[src/rtl/supply_monitor_pkg.sv]
// package: register map, field layout and timing of the supply monitor
package supply_monitor_pkg;
   // register indices; byte address is four times the index
   localparam logic [3:0] IDX_CONTROL_A     = 4'h0;
   localparam logic [3:0] IDX_LEVEL_CONTROL = 4'h1;
   localparam logic [3:0] IDX_MONITOR_LEVEL = 4'h8;
   localparam logic [3:0] IDX_MONITOR_INT   = 4'h9;
   localparam logic [3:0] IDX_MONITOR_FLAGS = 4'ha;
   localparam logic [3:0] IDX_MONITOR_STAT  = 4'hb;
   localparam logic [3:0] IDX_UNLOCK        = 4'hc;
   localparam logic [3:0] IDX_STATE         = 4'hd;
   // key written to the unlock register
   localparam logic [7:0] IO_WRITE_KEY      = 8'hd8;
   localparam logic [2:0] UNLOCK_WINDOW     = 3'h4;
   // field positions
   localparam int SLEEP_LSB   = 0;
   localparam int ACTIVE_LSB  = 2;
   localparam int RATE_BIT    = 4;
   localparam int TRIG_LSB    = 1;
   localparam int IE_BIT      = 0;
   // reset values
   localparam logic [1:0] MONITOR_LEVEL_RESET = 2'h0;
   localparam logic [1:0] TRIGGER_RESET       = 2'h0;
   // mode codes
   typedef enum logic [1:0] {
      MODE_OFF     = 2'b00,
      MODE_ON      = 2'b01,
      MODE_SAMPLED = 2'b10,
      MODE_ON_HOLD = 2'b11
   } mode_type;
   // trigger codes
   localparam logic [1:0] TRIG_FALLING = 2'h0;
   localparam logic [1:0] TRIG_RISING  = 2'h1;
   localparam logic [1:0] TRIG_BOTH    = 2'h2;
   // timing at the 32 kHz detector clock
   localparam int CLOCK_HZ        = 32768;
   localparam int RATE_FAST_HZ    = 1000;
   localparam int RATE_SLOW_HZ    = 125;
   localparam logic [8:0] FAST_PERIOD_CYCLES =
      9'(CLOCK_HZ / RATE_FAST_HZ);
   localparam logic [8:0] SLOW_PERIOD_CYCLES =
      9'(CLOCK_HZ / RATE_SLOW_HZ);
endpackage

[src/rtl/supply_drop_detector.sv]
// supply drop detector control with early warning monitor and apb slave
//
// Local design decision: the APB register port.
`timescale 1ns/1ns
`default_nettype none
// How it works
// - logic runs on detector clock, 32 kHz
// - fuse values loaded at reset release
// - threshold and active mode are read-only
// - sleep mode starts fused, stays writable
// - enable bit turns monitor flag and interrupt on
// - trigger selects falling, rising or both
// - disabled detector keeps monitor inactive
// - sampled mode evaluates monitor at samples only
// - enabling with both-edge trigger sets flag
// - monitor threshold chosen by level field
// - sampled mode: only rising-code trigger fires
// - trigger condition sets monitor flag
// - request while enable and flag set
// - sleep uses sleep mode, wake uses active
// - key then write within four clock cycles
// - locked protected write accepted, ignored
// - enabled continuous, sampled pulses per period
// - reset request when supply below threshold
// - debug halt changes nothing here
// - only sleep field writable in control a
// - rate bit: 1 kHz zero, 125 Hz one
// - mode codes off, on, sampled, on-hold
// - level codes 5, 15, 25 percent
// - flag set only when detector enabled, cleared by writing one unless a set lands in the same cycle
module supply_drop_detector
   import supply_monitor_pkg::*;
(
   input  wire logic        CLOCK,
   input  wire logic        ARST_N,
   input  wire logic        PSEL,
   input  wire logic        PENABLE,
   input  wire logic        PWRITE,
   input  wire logic [5:0]  PADDR,
   input  wire logic [31:0] PWDATA,
   output logic      [31:0] PRDATA,
   output logic             PREADY,
   output logic             PSLVERR,
   input  wire logic [1:0]  FUSE_SLEEP_MODE,
   input  wire logic [1:0]  FUSE_ACTIVE_MODE,
   input  wire logic        FUSE_RATE,
   input  wire logic [2:0]  FUSE_THRESHOLD,
   input  wire logic        DEEP_SLEEP,
   input  wire logic        SUPPLY_BELOW_DROP,
   input  wire logic        SUPPLY_BELOW_MONITOR,
   output logic             COMPARATOR_ENABLE,
   output logic [2:0]       DROP_THRESHOLD,
   output logic [1:0]       MONITOR_THRESHOLD,
   output logic             DETECTOR_READY,
   output logic             RESET_REQUEST,
   output logic             MONITOR_IRQ
);

   typedef struct packed {
      logic       loaded;
      logic [1:0] sleep_mode;
      logic [1:0] active_mode;
      logic       rate;
      logic [2:0] threshold;
      logic [1:0] level;
      logic [1:0] trigger;
      logic       irq_enable;
      logic       irq_flag;
      logic       below_state;
      logic       state_valid;
      logic [2:0] unlock_count;
      logic [8:0] sample_count;
      logic       strobe;
      logic [2:0] drop_sync;
      logic [2:0] mon_sync;
      logic [2:0] sleep_sync;
      logic       sleep_seen;
      logic       drop_seen;
      logic       mon_seen;
      logic       reset_req;
      logic [31:0] rdata;
   } state_type;

   state_type state_reg;
   state_type state_next;

   logic       wr_access;
   logic       rd_access;
   logic [3:0] index;
   logic       aligned;
   logic [7:0] wbyte;
   mode_type   mode_now;
   logic       running;
   logic       evaluate;
   logic       mon_fell;
   logic       mon_rose;
   logic       trig_hit;
   logic       enable_edge;
   logic       drop_level;
   logic       mon_level;
   logic [8:0] period;
   logic       sleep_level;
   logic       wr_control_a;
   logic       wr_monitor_level;
   logic       wr_monitor_int;
   logic       wr_monitor_flags;
   logic       wr_unlock;
   logic       unlocked;
   logic       monitor_hit;
   logic       enable_sets_flag;
   logic [31:0] rd_value;

   assign index   = PADDR[5:2];
   assign aligned = (PADDR[1:0] == 2'b00);
   assign wbyte   = PWDATA[7:0];
   assign wr_access = PSEL && PENABLE && PWRITE && aligned;
   assign rd_access = PSEL && !PENABLE && !PWRITE;

   // one strobe per writable register on the access-phase edge
   assign wr_control_a     = wr_access && (index == IDX_CONTROL_A);
   assign wr_monitor_level = wr_access && (index == IDX_MONITOR_LEVEL);
   assign wr_monitor_int   = wr_access && (index == IDX_MONITOR_INT);
   assign wr_monitor_flags = wr_access && (index == IDX_MONITOR_FLAGS);
   assign wr_unlock        = wr_access && (index == IDX_UNLOCK);
   assign unlocked         = (state_reg.unlock_count != 3'h0);

   always_comb begin
      if (sleep_level) begin
         mode_now = mode_type'(state_reg.sleep_mode);
      end else begin
         mode_now = mode_type'(state_reg.active_mode);
      end
   end

   always_comb begin
      if (state_reg.rate) begin
         period = SLOW_PERIOD_CYCLES;
      end else begin
         period = FAST_PERIOD_CYCLES;
      end
   end

   assign running = state_reg.loaded && (mode_now != MODE_OFF);

   always_comb begin
      if (!running) begin
         evaluate = 1'b0;
      end else if (mode_now == MODE_SAMPLED) begin
         evaluate = state_reg.strobe;
      end else begin
         evaluate = 1'b1;
      end
   end

   // a change counts once the second and third stages agree
   always_comb begin
      if (state_reg.drop_sync[2] == state_reg.drop_sync[1]) begin
         drop_level = state_reg.drop_sync[1];
      end else begin
         drop_level = state_reg.drop_seen;
      end
      if (state_reg.mon_sync[2] == state_reg.mon_sync[1]) begin
         mon_level = state_reg.mon_sync[1];
      end else begin
         mon_level = state_reg.mon_seen;
      end
      if (state_reg.sleep_sync[2] == state_reg.sleep_sync[1]) begin
         sleep_level = state_reg.sleep_sync[1];
      end else begin
         sleep_level = state_reg.sleep_seen;
      end
   end

   // edges of the settled monitor level against the last evaluation
   always_comb begin
      mon_fell = 1'b0;
      mon_rose = 1'b0;
      if (mon_level && !state_reg.below_state) begin
         mon_fell = 1'b1;
      end
      if (!mon_level && state_reg.below_state) begin
         mon_rose = 1'b1;
      end
   end

   always_comb begin
      trig_hit = 1'b0;
      if (mode_now == MODE_SAMPLED) begin
         trig_hit = (state_reg.trigger == TRIG_RISING) && mon_fell;
      end else begin
         case (state_reg.trigger)
            TRIG_FALLING: trig_hit = mon_fell;
            TRIG_RISING:  trig_hit = mon_rose;
            TRIG_BOTH:    trig_hit = mon_fell || mon_rose;
            default:      trig_hit = 1'b0;
         endcase
      end
   end

   // rising edge of the enable bit, written by this access
   assign enable_edge = wr_monitor_int && wbyte[IE_BIT] &&
                        !state_reg.irq_enable;

   // enabling with the both-ways trigger raises the flag at once
   always_comb begin
      enable_sets_flag = 1'b0;
      if (enable_edge && running) begin
         if (wbyte[TRIG_LSB +: 2] == TRIG_BOTH) begin
            enable_sets_flag = 1'b1;
         end
      end
   end

   // a crossing counts only after one settled evaluation
   always_comb begin
      monitor_hit = 1'b0;
      if (evaluate && state_reg.irq_enable) begin
         monitor_hit = state_reg.state_valid && trig_hit;
      end
   end

   // read data mux, registered at the setup edge
   always_comb begin
      rd_value = 32'h0;
      case (index)
         IDX_CONTROL_A: begin
            rd_value[SLEEP_LSB +: 2]  = state_reg.sleep_mode;
            rd_value[ACTIVE_LSB +: 2] = state_reg.active_mode;
            rd_value[RATE_BIT]        = state_reg.rate;
         end
         IDX_LEVEL_CONTROL: begin
            rd_value[2:0] = state_reg.threshold;
         end
         IDX_MONITOR_LEVEL: begin
            rd_value[1:0] = state_reg.level;
         end
         IDX_MONITOR_INT: begin
            rd_value[TRIG_LSB +: 2] = state_reg.trigger;
            rd_value[IE_BIT]        = state_reg.irq_enable;
         end
         IDX_MONITOR_FLAGS: begin
            rd_value[0] = state_reg.irq_flag;
         end
         IDX_MONITOR_STAT: begin
            rd_value[0] = state_reg.below_state;
         end
         IDX_STATE: begin
            rd_value[2] = unlocked;
            rd_value[1] = running;
            rd_value[0] = state_reg.reset_req;
         end
         default: begin
            rd_value = 32'h0;
         end
      endcase
   end

   always_comb begin
      state_next = state_reg;
      state_next.drop_sync = {state_reg.drop_sync[1:0], SUPPLY_BELOW_DROP};
      state_next.mon_sync  = {state_reg.mon_sync[1:0], SUPPLY_BELOW_MONITOR};
      state_next.drop_seen = drop_level;
      state_next.mon_seen  = mon_level;
      state_next.sleep_sync = {state_reg.sleep_sync[1:0], DEEP_SLEEP};
      state_next.sleep_seen = sleep_level;
      if (!state_reg.loaded) begin
         state_next.loaded      = 1'b1;
         state_next.sleep_mode  = FUSE_SLEEP_MODE;
         state_next.active_mode = FUSE_ACTIVE_MODE;
         state_next.rate        = FUSE_RATE;
         state_next.threshold   = FUSE_THRESHOLD;
      end
      // sampling period counter
      state_next.strobe = 1'b0;
      if (state_reg.sample_count >= period - 9'h1) begin
         state_next.sample_count = 9'h0;
         state_next.strobe       = 1'b1;
      end else begin
         state_next.sample_count = state_reg.sample_count + 9'h1;
      end
      if (state_reg.unlock_count != 3'h0) begin
         state_next.unlock_count = state_reg.unlock_count - 3'h1;
      end
      // monitor evaluation
      if (evaluate) begin
         state_next.below_state = mon_level;
         state_next.state_valid = 1'b1;
         if (monitor_hit) begin
            state_next.irq_flag = 1'b1;
         end
      end else if (!running) begin
         state_next.state_valid = 1'b0;
      end
      // level follows the comparator at evaluation instants
      if (!running) begin
         state_next.reset_req = 1'b0;
      end else if (evaluate) begin
         state_next.reset_req = drop_level;
      end
      // register writes
      if (wr_access) begin
         case (index)
            IDX_CONTROL_A: begin
               if (unlocked) begin
                  state_next.sleep_mode = wbyte[SLEEP_LSB +: 2];
                  state_next.unlock_count = 3'h0;
               end
            end
            IDX_MONITOR_LEVEL: begin
               state_next.level = wbyte[1:0];
            end
            IDX_MONITOR_INT: begin
               state_next.trigger    = wbyte[TRIG_LSB +: 2];
               state_next.irq_enable = wbyte[IE_BIT];
            end
            IDX_MONITOR_FLAGS: begin
               if (wbyte[0]) begin
                  state_next.irq_flag = 1'b0;
               end
            end
            IDX_UNLOCK: begin
               if (wbyte == IO_WRITE_KEY) begin
                  state_next.unlock_count = UNLOCK_WINDOW;
               end
            end
            IDX_LEVEL_CONTROL: begin
            end
            IDX_MONITOR_STAT: begin
               // status follows the monitor only
            end
            default: begin
            end
         endcase
      end
      if (enable_sets_flag || monitor_hit) begin
         state_next.irq_flag = 1'b1;
      end
      // read data captured in setup phase
      if (rd_access) begin
         state_next.rdata = rd_value;
      end
   end

   always_ff @(posedge CLOCK or negedge ARST_N) begin
      if (!ARST_N) begin
         state_reg <= '0;
      end else begin
         state_reg <= state_next;
      end
   end

   assign PRDATA            = state_reg.rdata;
   assign PREADY            = 1'b1;
   assign PSLVERR           = 1'b0;
   assign COMPARATOR_ENABLE = running &&
      ((mode_now == MODE_SAMPLED) ? state_reg.strobe : 1'b1);
   assign DROP_THRESHOLD    = state_reg.threshold;
   assign MONITOR_THRESHOLD = state_reg.level;
   assign DETECTOR_READY    = state_reg.loaded && state_reg.state_valid;
   assign RESET_REQUEST     = state_reg.reset_req;
   assign MONITOR_IRQ       = state_reg.irq_enable && state_reg.irq_flag;

endmodule
`default_nettype wire

[config.mk]
export PLATFORM = sky130hd
export DESIGN_NAME = supply_drop_detector
export DESIGN_NICKNAME = d
export VERILOG_FILES = /design/src/rtl/supply_monitor_pkg.sv /design/src/rtl/supply_drop_detector.sv
export SDC_FILE = /design/constraint.sdc
export NUM_CORES = 1
export LEC_CHECK = 0
export BUFFER_PORTS_ARGS = -buffer_cell sky130_fd_sc_hd__buf_4
export CORE_MARGIN = 2
export CORE_UTILIZATION = 46
export CTS_BUF_LIST = sky130_fd_sc_hd__clkbuf_2 sky130_fd_sc_hd__clkbuf_4 sky130_fd_sc_hd__clkbuf_8
export DETAILED_ROUTE_END_ITERATION = 12
export PLACE_DENSITY = 0.86
export SLEW_MARGIN = 20
export SYNTH_ARGS = -nofsm -noshare
export SYNTH_HDL_FRONTEND = slang
export SYNTH_SLANG_ARGS = --single-unit
[constraint.sdc]
create_clock -name CLOCK -period 1.65 [get_ports CLOCK]
set_input_delay 0.33 -clock CLOCK [delete_from_list [all_inputs] [get_ports CLOCK]]
set_output_delay 0.33 -clock CLOCK [all_outputs]
set_load 0.1 [all_outputs]
==> insert_results.sql <==
INSERT INTO impl_metrics (metric_group, metric, value, unit) VALUES
('timing', 'fin_skew', '5.33', 'ps'),
('worst_setup_path', 'timing.reg2reg.worst_path_depth', '7', ''),
('timing', 'hold_violations', '0', ''),
('worst_setup_path', 'cpMaxStageDelayCell', 'dfrtp_1', ''),
('timing', 'final.min_clock_period', '2130', 'ps'),
('power', 'ir_drop', '0.000656', 'V'),
('min_path', 'holdCritPathClass', 'primary input to async pin', ''),
('final_layout', 'ff_latch_area', '1200', 'µm²'),
('synth', 'netlist-cell-type-count', '55', ''),
('timing', 'setup_viol', '4', ''),
('worst_setup_path', 'critPathKind', 'flip-flop to output port', ''),
('timing', 'slew_at_the_pin_closest_to_its_max_slew_limit', '598', 'ps'),
('timing', 'final_max_slew_viol_count', '0', ''),
('die', 'floorplan.rows', '27', ''),
('worst_setup_path', 'critical-path-top-delay-family', 'flip-flops', ''),
('route', 'route.detailed.wl_per_inst', '14.5', 'µm'),
('placement', 'dpl_cell_area', '2970', 'µm²'),
('synth', 'yosys-top-cells-count', 'dfrtp_1, buf_4, nand2_1, nor2_1, ha_1', ''),
('cts', 'cts_htree_levels', '2', ''),
('final_layout', 'post_route_cells_drive_above_1_share', '33.3', '%'),
('die', 'initial_utilization', '47.6', '%'),
('final_layout', 'multi_input_area', '1260', 'µm²'),
('final_layout', 'diodes', '0', ''),
('final_layout', 'flip_flop_count_of_the_largest_register_all_copies_and_words_added', '31', ''),
('synth', 'yosys.cell_count.top_type', 'dfrtp_1', ''),
('worst_setup_path', 'critical_path.n_buffers_inverters', '1', ''),
('status', 'outcome', 'complete, but fails checks', ''),
('placement', 'placement.io_buffers', '43', ''),
('placement', 'dp.final_hpwl', '3910', 'µm'),
('synth', 'ys_async_sr_fraction', '100', '%'),
('placement', 'finalWeightedCongestion', '0.821', ''),
('timing', 'totalNegativeSetupSlack', '-906', 'ps'),
('route', 'firstDrtPassIters', '5', ''),
('global_routing', 'grt_overflow_total', '0', ''),
('timing', 'grt_setup_unrepaired', 'true', ''),
('power', 'p_leak', '1.55', 'nW'),
('route', 'drt_wl_total', '5490', 'µm'),
('status', 'violated_checks', 'negative setup slack', ''),
('timing', 'final_critical_path_setup_slack', '-484', 'ps'),
('final_layout', 'design.final.nets', '370', ''),
('die', 'die_area', '6320', 'µm²'),
('worst_setup_path', 'crit_arrival', '1800', 'ps'),
('cts', 'path_clk_slew', '90', 'ps'),
('cts', 'clock_path_buffers', '2', ''),
('worst_setup_path', 'timing.critical_path.slowest_cell_delay', '400', 'ps'),
('cts', 'tritoncts_buffer_count', '5', ''),
('cts', 'post_cts_hold_buffer_count', '0', ''),
('route', 'drt-vias-per-instance', '5.12', ''),
('synth', 'synth_sequential_area_ratio', '45.8', '%'),
('synth', 'synth_edf_count', '0', ''),
('synth', 'synth_largest_type_area_fraction', '45.8', '%'),
('synth', 'synthesis.area', '2620', 'µm²'),
('synth', 'yosys_warnings', '0', ''),
('synth', 'synth_top_cells_by_area', 'dfrtp_1, buf_4, ha_1', ''),
('worst_setup_path', 'start_kind', 'flip-flop', ''),
('flow_run', 'max_cap_violations', '0', ''),
('route', 'drtIter0Drc', '104', ''),
('route', 'drc', '0', ''),
('synth', 'syn_area_per_cell', '10.6', 'µm²'),
('cts', 'clock_latency', '300', 'ps'),
('die', 'die_w', '79.5', 'µm'),
('die', 'die_h', '79.5', 'µm'),
('die', 'io_pins', '97', ''),
('final_layout', 'area_growth', '22.7', '%'),
('timing', 'hold_slack', '25.2', 'ps'),
('power', 'power_density', '1220', 'nW/µm²'),
('die', 'placeableCoreArea', '5510', 'µm²'),
('global_routing', 'grt_antenna_before_repair', '0', ''),
('final_layout', 'final.fill_count', '457', ''),
('worst_setup_path', 'worstPathMaxFanout', '3', ''),
('global_routing', 'global_route_wire_length_before_repair', '8380', 'µm');
==> through the flow <==
step	utilization, %	cells
floorplan	-	276
global route	58.4	378
CTS	56.8	375
finish	58.4	378
global placement	53.9	365
detailed placement	53.9	365
==> cell type report <==
type | instances | share of cell area, %
tap | 72 | 2.80
sequential | 48 | 37.4
clock inverter | 2 | 1.09
inverter | 10 | 1.17
multi-input combinational | 175 | 39.3
clock buffer | 6 | 2.37
timing repair buffer | 65 | 15.9
==> cell families after synthesis <==
| kind of cell | after synthesis | share of synthesized area, % |
|---|---|---|
| DFF | 48 | 45.8 |
| muxes | 19 | 8.83 |
| adders and majority gates | 14 | 6.44 |
| buffers and inverters | 54 | 13.4 |
| other | 2 | 0.286 |
| AOI/OAI and AO/OA | 35 | 8.92 |
| and+or+nand+nor | 69 | 14.0 |
| xor gates and xnor gates | 7 | 2.34 |
==> worst register-to-register path: cells and delay by family (launching register included) <==
family                     cells  cell delay (ps)
adders and majority gates      1              380
muxes                          1              220
AOI/OAI and AO/OA              2              450
DFF                            1              400
buffers and inverters          2              260
and+or+nand+nor                1              100
==> layer usage <==
metal	up-vias	GRT usage [%]	wire length, µm
met3	13	4.19	279
met1	944	21.5	2310
met5	-	0	0
met2	66	28.7	2810
li1	912	-	-
met4	0	5.86	93
==> what timing repair did <==
| action | 4_1_cts | 5_1_grt |
|---|---|---|
| resized for setup | 7 | 13 |
| gates cloned | 0 | 1 |
| hold endpoints to repair | 0 | 0 |
| endpoints found under the setup margin | 13 | 17 |
| buffers inserted | 2 | 2 |
| pin swaps | 5 | 6 |
==> final timing paths <==
| path | start | endpoint | slack [ps] |
|---|---|---|---|
| setup / recovery | state_next[38] | COMPARATOR_ENABLE | -480 |
| hold / removal | ARST_N | DROP_THRESHOLD[2] | 30 |
| min in group CLOCK | SUPPLY_BELOW_MONITOR | state_next[40] | 130 |
| hold reg to reg | state_next[40] | state_next[41] | 350 |
| setup reg to reg | state_next[38] | state_reg[60] | -220 |
| max in group asynchronous | ARST_N | state_reg[69] | 1180 |
==> power breakdown <==
part / internal [W] / switching (W)
Combinational: 0.000526 / 0.00102
Clock: 0.000467 / 0.000385
Sequential: 0.00136 / 0.000158
==> cells in the final DEF (no fill, tap or decap), types with 2 or more instances in the layout <==
cell type  Yosys  final
nand3_1        4      4
nor3_1         2      2
inv_1          9      9
conb_1         2     30
o21ai_0        6      6
a22oi_1        2      2
o21ai_2        0      2
mux2i_4        2      2
nor2_1        18     18
maj3_2         1      2
nor4_2         1      2
nand4b_1       4      4
nand4_1        2      2
buf_6          0      3
ha_1          11     10
dfrtp_1       48     47
mux2i_1        4      4
a31oi_1        4      3
and2_1         5      4
mux2_2         8      8
clkbuf_8       0      5
a22o_1         2      2
buf_4         39     61
mux2_1         5      5
nor2b_1        2      2
a21oi_1        6      5
xor2_1         6      6
nand2_1       20     20
(Power assumes the default switching activity.)
